`config.mk`:
```
export PLATFORM = sky130hd
export DESIGN_NAME = apr_host
export DESIGN_NICKNAME = d
export VERILOG_FILES = /design/src/verilog/apr_pkg.sv /design/src/verilog/apr_buf2.sv /design/src/verilog/apr_host.sv
export SDC_FILE = /design/constraint.sdc
export NUM_CORES = 1
export LEC_CHECK = 0
export BUFFER_PORTS_ARGS = -buffer_cell sky130_fd_sc_hd__clkbuf_2
export CAP_MARGIN = 20
export CORE_AREA = 4 4 73 143
export DETAILED_ROUTE_END_ITERATION = 8
export DIE_AREA = 0 0 77 147
export GPL_TIMING_DRIVEN = 0
export PLACE_DENSITY_LB_ADDON = 0.15
export SYNTH_ARGS = -nofsm -noshare
export SYNTH_HDL_FRONTEND = slang
export SYNTH_SLANG_ARGS = --single-unit
```
`constraint.sdc`:
```
create_clock -name clk_in -period 2.97 [get_ports clk_in]
set_clock_uncertainty 0.2 [all_clocks]
set_input_delay 0.594 -clock clk_in [delete_from_list [all_inputs] [get_ports clk_in]]
set_output_delay 0.594 -clock clk_in [all_outputs]
set_load 0.01 [all_outputs]
```
`src/verilog/apr_pkg.sv`:
```
// Purpose: Shared constants and carriers for the converter read-port host.
// Assumes: 10 MHz clk_in, converter pins synchronous to clk_in.
// Notes:   Cycle counts are rounded up to whole clocks.
// Function
// RULE_01: Converter result port is eight bits wide.
// RULE_02: Converter latches channel address on read strobe falling edge.
// RULE_03: Convert-start falling edge puts hold and starts conversion.
// RULE_04: Finished conversion loads output register, end strobe pulses low.
// RULE_05: End strobe low at most 110 ns, then self-releases.
// RULE_06: Read strobe rising edge releases end strobe at once.
// RULE_07: Converter drives result while chip-select and read are low.
// RULE_08: Chip-select may stay low; read strobe alone then controls data.
// RULE_09: Logic host may loop end strobe onto chip-select and read.
// RULE_10: Host treats falling end strobe as conversion-done event.
// RULE_11: Host drives channel address from three low address bits.
// RULE_12: Chip-select decode ignores low three address bits.
// RULE_13: Single-channel variant needs no channel address inputs.
// RULE_14: Stand-alone: convert-start alone starts, looped end strobe reads.
// RULE_15: Convert-start low at end-strobe rise selects power-down.
// RULE_16: Convert-start rising edge powers converter up again.
// RULE_17: High-speed mode: next start at least 30 ns after read ends.
// RULE_18: Conversion completes within 420 ns of convert-start fall.
// RULE_19: Converter data port floats while chip-select or read high.
// RULE_20: One end pulse per conversion; result held until next.
package apr_pkg;
    localparam int unsigned CLK_HZ       = 10_000_000;
    localparam int unsigned CLK_NS       = 1_000_000_000 / CLK_HZ;
    localparam int unsigned CONV_MAX_NS  = 420;
    localparam int unsigned REACQ_MIN_NS = 30;
    localparam int unsigned START_LOW_NS = 100;
    localparam int unsigned EOC_LOW_MAX_NS = 110;
    localparam int unsigned CONV_TO_CYC  =
        (CONV_MAX_NS + EOC_LOW_MAX_NS + CLK_NS - 1) / CLK_NS + 2;
    localparam int unsigned REACQ_CYC    =
        (REACQ_MIN_NS + CLK_NS - 1) / CLK_NS;
    localparam int unsigned START_LOW_CYC =
        (START_LOW_NS + CLK_NS - 1) / CLK_NS;
    localparam int unsigned DATA_W       = 8;
    localparam int unsigned CHAN_W       = 3;
    localparam int unsigned CNT_W        = 8;

    typedef struct packed {
        logic [CHAN_W-1:0] chan;
        logic [DATA_W-1:0] data;
        logic              timeout;
    } apr_sample_s;

    typedef enum logic [2:0] {
        ST_IDLE  = 3'h0,
        ST_START = 3'h1,
        ST_WAIT  = 3'h3,
        ST_READ  = 3'h2,
        ST_REL   = 3'h6,
        ST_GAP   = 3'h7
    } apr_state_e;
endpackage

```
`src/verilog/apr_buf2.sv`:
```
// Purpose: Two-entry valid/ready buffer for captured samples.
// Assumes: Single clock, synchronous active-high reset.
// Notes:   Ready in drops only when both entries are held.
`timescale 1ns/1ns
module apr_buf2 #(
    parameter int unsigned W = 12
) (
    input  wire logic         clk_in,
    input  wire logic         srst_in,
    input  wire logic         in_valid_in,
    output logic              in_ready_out,
    input  wire logic [W-1:0] in_data_in,
    output logic              out_valid_out,
    input  wire logic         out_ready_in,
    output logic [W-1:0]      out_data_out
);
    typedef struct packed {
        logic [1:0][W-1:0] mem;
        logic              rd;
        logic              wr;
        logic [1:0]        cnt;
    } apr_buf_state_s;

    apr_buf_state_s s_r;
    apr_buf_state_s s_nxt;
    logic           push;
    logic           pop;

    assign in_ready_out  = (s_r.cnt != 2'h2);
    assign out_valid_out = (s_r.cnt != 2'h0);
    assign out_data_out  = s_r.mem[s_r.rd];
    assign push = in_valid_in && in_ready_out;
    assign pop  = out_valid_out && out_ready_in;

    always_comb begin
        s_nxt = s_r;
        if (push) begin
            s_nxt.mem[s_r.wr] = in_data_in;
            s_nxt.wr = ~s_r.wr;
        end
        if (pop) begin
            s_nxt.rd = ~s_r.rd;
        end
        case ({push, pop})
            2'b10:   s_nxt.cnt = s_r.cnt + 2'h1;
            2'b01:   s_nxt.cnt = s_r.cnt - 2'h1;
            default: s_nxt.cnt = s_r.cnt;
        endcase
    end

    always_ff @(posedge clk_in) begin
        if (srst_in) begin
            s_r <= '0;
        end else begin
            s_r <= s_nxt;
        end
    end
endmodule

```
`src/verilog/apr_host.sv`:
```
// Purpose: Host controller that runs conversions and reads the converter.
// Assumes: Converter pins synchronous to clk_in; pins sampled directly.
// Notes:   Results leave through a two-entry buffer; a full buffer stalls
//          the next conversion start so no word is lost.
`timescale 1ns/1ns
module apr_host #(
    parameter int unsigned DATA_W  = apr_pkg::DATA_W,
    parameter int unsigned CHAN_W  = apr_pkg::CHAN_W,
    parameter logic        LOOPBACK = 1'b0
) (
    input  wire logic              clk_in,
    input  wire logic              srst_in,
    // Command side
    input  wire logic              start_in,
    input  wire logic [CHAN_W-1:0] chan_in,
    input  wire logic              power_down_in,
    output logic                   busy_out,
    // Sample stream
    output logic                   smp_valid_out,
    input  wire logic              smp_ready_in,
    output apr_pkg::apr_sample_s   smp_out,
    output logic                   done_pulse_out,
    // Converter pins
    output logic                   convert_start_n_out,
    output logic                   cs_n_out,
    output logic                   rd_n_out,
    output logic [CHAN_W-1:0]      chan_addr_out,
    input  wire logic              eoc_n_in,
    input  wire logic [DATA_W-1:0] data_in
);
    import apr_pkg::*;

    typedef struct packed {
        apr_state_e        st;
        logic              cvst_n;
        logic              cs_n;
        logic              rd_n;
        logic [CHAN_W-1:0] addr;
        logic              pwr_dn;
        logic [CNT_W-1:0]  cnt;
        logic              eoc_d;
        logic [DATA_W-1:0] data;
        logic              tmo;
        logic              wvalid;
        logic              done;
    } apr_host_state_s;

    apr_host_state_s s_r;
    apr_host_state_s s_nxt;
    logic            buf_ready;
    logic            eoc_fall;
    apr_sample_s     wsample;

    assign eoc_fall = s_r.eoc_d && !eoc_n_in; // RULE_10
    assign wsample  = '{chan: s_r.addr, data: s_r.data, timeout: s_r.tmo};

    always_comb begin
        s_nxt = s_r;
        s_nxt.eoc_d = eoc_n_in;
        s_nxt.done = 1'b0;
        if (buf_ready) begin
            s_nxt.wvalid = 1'b0;
        end
        unique case (s_r.st)
            ST_IDLE: begin
                if (start_in && !s_r.wvalid && buf_ready) begin
                    // Address bits only steer the channel, never select
                    s_nxt.addr = chan_in; // RULE_11 RULE_12
                    s_nxt.pwr_dn = power_down_in;
                    s_nxt.tmo = 1'b0;
                    s_nxt.cvst_n = 1'b0; // RULE_03
                    s_nxt.cnt = '0;
                    s_nxt.st = ST_START;
                end
            end
            ST_START: begin
                s_nxt.cnt = s_r.cnt + CNT_W'(1);
                // Fast mode raises convert-start early; power-down keeps it
                // low across the end-strobe rise
                if (!s_r.pwr_dn &&
                    s_nxt.cnt >= CNT_W'(START_LOW_CYC)) begin
                    s_nxt.cvst_n = 1'b1; // RULE_15
                end
                if (eoc_fall) begin // RULE_04
                    s_nxt.st = ST_READ;
                end else if (s_r.cnt >= CNT_W'(CONV_TO_CYC)) begin
                    s_nxt.tmo = 1'b1; // RULE_18
                    s_nxt.st = ST_READ;
                end
                if (LOOPBACK && s_nxt.st == ST_READ) begin
                    // Looped strobe drives the bus only while it is low
                    if (eoc_fall) begin
                        s_nxt.data = data_in; // RULE_09
                    end
                    s_nxt.st = ST_WAIT; // RULE_14
                end
                if (!LOOPBACK && s_nxt.st == ST_READ) begin
                    s_nxt.cs_n = 1'b0; // RULE_07
                    s_nxt.rd_n = 1'b0; // RULE_02
                end
            end
            ST_WAIT: begin
                // Result taken at the end-strobe fall; on timeout take it here, else wait for the looped strobe to rise
                if (eoc_n_in || s_r.tmo) begin // RULE_05
                    if (s_r.tmo) begin
                        s_nxt.data = data_in;
                    end
                    s_nxt.st = ST_REL;
                end
            end
            ST_READ: begin
                s_nxt.data = data_in; // RULE_01 RULE_08
                s_nxt.cs_n = 1'b1;
                s_nxt.rd_n = 1'b1; // RULE_06 RULE_19
                s_nxt.st = ST_REL;
            end
            ST_REL: begin
                s_nxt.wvalid = 1'b1; // RULE_20
                s_nxt.done = 1'b1;
                s_nxt.cnt = '0;
                s_nxt.st = ST_GAP;
            end
            ST_GAP: begin
                // Power-down: rising convert-start wakes the converter
                s_nxt.cvst_n = 1'b1; // RULE_16
                s_nxt.cnt = s_r.cnt + CNT_W'(1);
                if (s_nxt.cnt >= CNT_W'(REACQ_CYC)) begin // RULE_17
                    s_nxt.st = ST_IDLE;
                end
            end
            default: begin
                s_nxt.st = ST_IDLE;
            end
        endcase
    end

    always_ff @(posedge clk_in) begin
        if (srst_in) begin
            s_r <= '{st: ST_IDLE, cvst_n: 1'b1, cs_n: 1'b1, rd_n: 1'b1,
                     eoc_d: 1'b1, default: '0};
        end else begin
            s_r <= s_nxt;
        end
    end

    apr_buf2 #(
        .W ($bits(apr_sample_s))
    ) u_buf (
        .clk_in        (clk_in),
        .srst_in       (srst_in),
        .in_valid_in   (s_r.wvalid),
        .in_ready_out  (buf_ready),
        .in_data_in    (wsample),
        .out_valid_out (smp_valid_out),
        .out_ready_in  (smp_ready_in),
        .out_data_out  (smp_out)
    );

    // Single-channel converters leave chan_addr_out unconnected
    assign chan_addr_out       = s_r.addr; // RULE_13
    assign convert_start_n_out = s_r.cvst_n;
    assign cs_n_out            = s_r.cs_n;
    assign rd_n_out            = s_r.rd_n;
    assign busy_out            = (s_r.st != ST_IDLE);
    assign done_pulse_out      = s_r.done;
endmodule

```
Word level (Yosys, flattened, before mapping)
Cells that the tools add are included.
Storage, ports and cells
  output and inout bits: 21
  bits of input ports: 17
  flip-flop bits (word level): 58
  word-level logic and storage cells: 101
Operators by class
  muxes and demuxes: 28
  magnitude comparators: 5
  bitwise logic cells: 2
  equality and inequality tests: 17
  add/sub/neg operators: 3
  reductions and logical operators: 29
Operator list (count)
  $mux W12: 3
  $bwmux W24: 1
  $mux W8: 3
  $pmux W8 S3: 1
  $ne A2 B2 Y1 const B: 9
  $pmux W3 S6: 1
  $pmux W8 S2: 1
  $mux W3: 5
  $demux W12 S1: 1
  $reduce_bool A2 Y1: 6
  $eq A3 B2 Y1 const B: 3
  $reduce_and A3 Y1: 3
  $reduce_bool A3 Y1: 3
  $add A8 B1 Y8 const B: 1
  $ge A8 B1 Y1 const B: 1
  $ge A8 B4 Y1 const B: 1
  $pmux W2 S2: 2
  $logic_and A1 B1 Y1: 7
  $eq A3 B3 Y1 const B: 2
  $reduce_and A2 Y1: 3
  $mux W1: 5
  $lt A1 B2 Y1 const B: 2
  $mux W2: 2
  $mux W4: 1
  other kinds (14): 17

Depth between registers and ports, before layout
  depth in word-level cells: 7
  mapped depth: 7
  gate-level depth less buffers: 6

Cells and area by module
From an unflattened synthesis, not the netlist that was laid out.
Second synthesis, totals
  cell total of the unflattened synthesis: 316
  area total of the unflattened synthesis: 2834.0 sq um
By module, submodules not included
  apr_host: area each 1487.7 sq um, cells each 174, times used 1
  apr_buf2: area each 1346.3 sq um, cells each 142, times used 1

Worst setup path after synthesis
OpenSTA, ideal clock, no wires.
  path type: flip-flop to flip-flop
  from: register s_r[12] (netlist name)
  to: register s_r, in the netlist convert_start_n_out
  setup time: 122 ps
  arrival: 2062 ps
  setup slack: 586 ps
  path buffers: 0
  cell stages (with the launch flop): 7
  required time: 2648 ps
  clock period less this slack: 2384 ps
  cells stage by stage: dfxtp_1 > inv_1 > ha_1 > or4b_1 > o22ai_1 > or4b_4 > o32a_1
On the way
  longest elaborated chain between the ends: 5
RTL lines
  start: declaration: line apr_host.sv:48  | apr_host_state_s s_r;
  start signal: assignment: line apr_host.sv:139  | s_r <= '{st: ST_IDLE, cvst_n: 1'b1, cs_n: 1'b1, rd_n: 1'b1,
  start signal: assignment: line apr_host.sv:142  | s_r <= s_nxt;
  $add A8 B1 Y8: line apr_host.sv:77  | s_nxt.cnt = s_r.cnt + CNT_W'(1);
  $ge A8 B1 Y1: line apr_host.sv:81  | s_nxt.cnt >= CNT_W'(START_LOW_CYC)) begin
  $logic_and A1 B1 Y1: line apr_host.sv:80  | if (!s_r.pwr_dn &&
  $ne A2 B2 Y1 (no source line)
  $reduce_and A3 Y1 (no source line)
No other way between the ends.
A chain may end at the register's enable or synchronous reset.

Worst setup path in the final report
Same ends and word-level chain as after synthesis.

==> flow_summary.yaml <==
run_status:
  run_status: "complete, no violations"
synthesis:
  ys_ff_latch: 57
  synth-warning-count: 0
  netlist_area_mm2: 0.002665
  syn_nets: 322
  yosysSeqAreaShare: 0.4282
  synth_cell_types: 50
  syn_inst: 300
  synth-edff-count: 0
  syn_area_per_cell_um2: 8.884
  ys.flop_type: "dfxtp_1"
  synthArstFlopShare: 0
timing:
  tightest_slew_ns: 0.7429
  finalSetupTns_ns: 0
  rsz0062_at_grt: "no"
  max_slew_margin: 0.5047
  hold_viol_final: 0
  period_share: 0.9038
  period_needed_ns: 2.684
  finalSetupViolations: 0
  max_freq_mhz: 372.5
  slew_violations: 0
power:
  ir_drop_uv: 282.7
  p_leak_nw: 1.361
  powerDensity_mw_per_mm2: 615.4
clock_tree:
  cts-buffers-inserted: 9
  cts.clk_slew.worst_paths_ns: 0.05
  cts_buffer_depth: 2
  clkLatencyLatePin_ns: 0.32
  h-tree-depth: 3
  cts_resized: 0
  cts_tree: "done"
  cts_root_buf: "clkbuf_16"
  cts.sinks: 57
  ctsHoldBuffers: 0
  postCtsSetupBuffers: 0
place:
  routabilityCongestion: 0.7863
  dp_hpwl_um: 5382
  dpl_cell_area_mm2: 0.002980
  port_buffers: 37
final_layout:
  finalNetCount: 370
  n_antenna_cell: 0
  drive_gt1_frac: 0.2323
  area_growth_pct: 22.44
  finalInstanceArea_mm2: 0.003263
  fillers: 993
detailed_routing:
  drtPass1Iterations: 4
  wl_per_cell_um: 15.47
  drt_iter0_markers: 86
  ant_nets: 0
  via_per_inst: 4.871
  wl_um: 7071
  drc: 0
  vias: 2226
worst_setup_path:
  r2r_setup_slack_ns: 0.29
  r2r-start: "s_r[12]"
  critPathRequiredTime_ns: 2.98
  regToRegEndpoint: "convert_start_n_out"
  critPathLaunchType: "flop"
  path_max_fanout: 8
  crit_type: "reg -> reg"
  cp-endpoint: "convert_start_n_out"
  rr_worst_depth: 6
  startpoint: "s_r[12]"
  crit_path_end_kind: "flop"
  worstPathArrival_ns: 2.69
job:
  drv_cap: 0
die:
  fp.dieH_um: 147
  die-width_um: 77
  rows: 50
  die_area_mm2: 0.01132
  core-area_mm2: 0.009321
  io_pins: 38
  start_util: 0.2859
grt:
  grt.overflow.total: 0
  grt_max_degree: 11
  grt_pass1_wl_um: 12050
  antenna_found_initial: 0
  grt_usage: 0.1364
  first_global_vias: 2368
min_path:
  hp-class: "reg -> reg"
## final cells by class
| type | count | area, um2 | area share |
|---|---|---|---|
| Sequential cell | 57 | 1141 | 0.3497 |
| Buffer | 23 | 118.9 | 0.03643 |
| Clock buffer | 11 | 252.7 | 0.07745 |
| Multi-Input combinational cell | 211 | 1371 | 0.4202 |
| Timing Repair Buffer | 37 | 185.2 | 0.05675 |
| Tap cell | 104 | 130.1 | 0.03988 |
| Clock inverter | 5 | 30.03 | 0.009202 |
| Inverter | 9 | 33.78 | 0.01035 |
## report_power, final
part / switching, mW / internal (mW)
Clock: 0.353 / 0.604
Sequential: 0.0265 / 0.793
Combinational: 0.137 / 0.0947
Total: 0.516 / 1.49
## cell families after synthesis
family                   after synthesis  synth area share
XOR/XNOR                               6           0.01972
AND/OR/NAND/NOR                      105            0.1854
buffers and inverters                 32           0.05727
AO/OA/AOI/OAI                         59            0.1451
multiplexers                          36            0.1408
adder cells (fa/ha/maj)                5           0.02347
flip-flops                            57            0.4282
## metrics by stage
step,power (mW),setup slack (ns),instances,utilization,hold slack (ns)
final,2.008,0.2856,457,0.3501,0.2502
after global routing,2.109,0.1929,457,0.3501,0.2735
after CTS,2.050,0.2745,457,0.3501,0.2546
after detailed placement,1.073,0.3190,441,0.3197,0.2464
after global placement,1.072,0.3224,441,0.3197,0.2418
after floorplan,0.9867,0.5858,300,-,0.2329
## flip-flops by register name (all words and copies together) (netlist names)
signal               flops
chan_addr_out            3
convert_start_n_out      1
cs_n_out                 1
done_pulse_out           1
s_r                     23
u_buf.s_r               28
## per-layer routing
layer / up-vias / track usage / wire, um
met5: - / 0 / 0
met4: 0 / 0.05882 / 113
met3: 7 / 0.03129 / 260
met2: 41 / 0.2644 / 4036
met1: 1041 / 0.1347 / 2661
li1: 1137 / - / -
## cells in the mapped netlist, drive strengths merged (5+ instances only)
master,instances,area share
a21oi,25,0.048
inv,9,0.013
dfxtp,57,0.43
mux2,12,0.051
buf,9,0.025
ha,5,0.023
nand3,5,0.0094
clkbuf,14,0.020
nand2,38,0.054
mux2i,24,0.090
nor2,33,0.046
o21ai,7,0.013
## worst max-delay path, stage by stage, from the launching register on
cell	delay (ns)
dfxtp_1	0.50
inv_1	0.14
ha_1	0.23
or4b_1	0.46
o22ai_1	0.18
or4b_4	0.52
o32a_1	0.34
## layout by cell type (no fill, tap or decap), types with 2 or more instances in the layout
master      count
inv_1           9
nand2_1        38
or3_1           3
nor3_1          3
a41oi_1         2
a21oi_1        24
clkbuf_1       14
buf_4           4
a311oi_1        3
nand3_1         5
nand2b_1        3
xnor2_1         4
nor2_1         33
buf_2           2
nand4_1         2
o21ai_0         7
o211ai_1        4
clkinv_2        3
dfxtp_1        57
buf_6           2
a22oi_1         2
clkbuf_2       37
mux2i_1        24
a2bb2oi_1       2
nor2b_1         4
ha_1            5
clkinvlp_4      2
or2_2           4
xor2_1          2
clkbuf_8        2
clkbuf_16       9
a221oi_1        2
o31ai_1         2
mux2_2         12
o41ai_1         2
## worst min-delay path by stage
stage / start / endpoint / slack, ns / cells after the start
after CTS: u_buf.s_r[26] / u_buf.s_r[26] / 0.25 / 2
after global placement: u_buf.s_r[21] / u_buf.s_r[21] / 0.24 / 2
final: u_buf.s_r[26] / u_buf.s_r[26] / 0.25 / 2
after floorplan: u_buf.s_r[16] / u_buf.s_r[16] / 0.23 / 2
after detailed placement: u_buf.s_r[18] / u_buf.s_r[18] / 0.25 / 2
after global routing: u_buf.s_r[16] / u_buf.s_r[16] / 0.27 / 2
(Power assumes the default switching activity.)
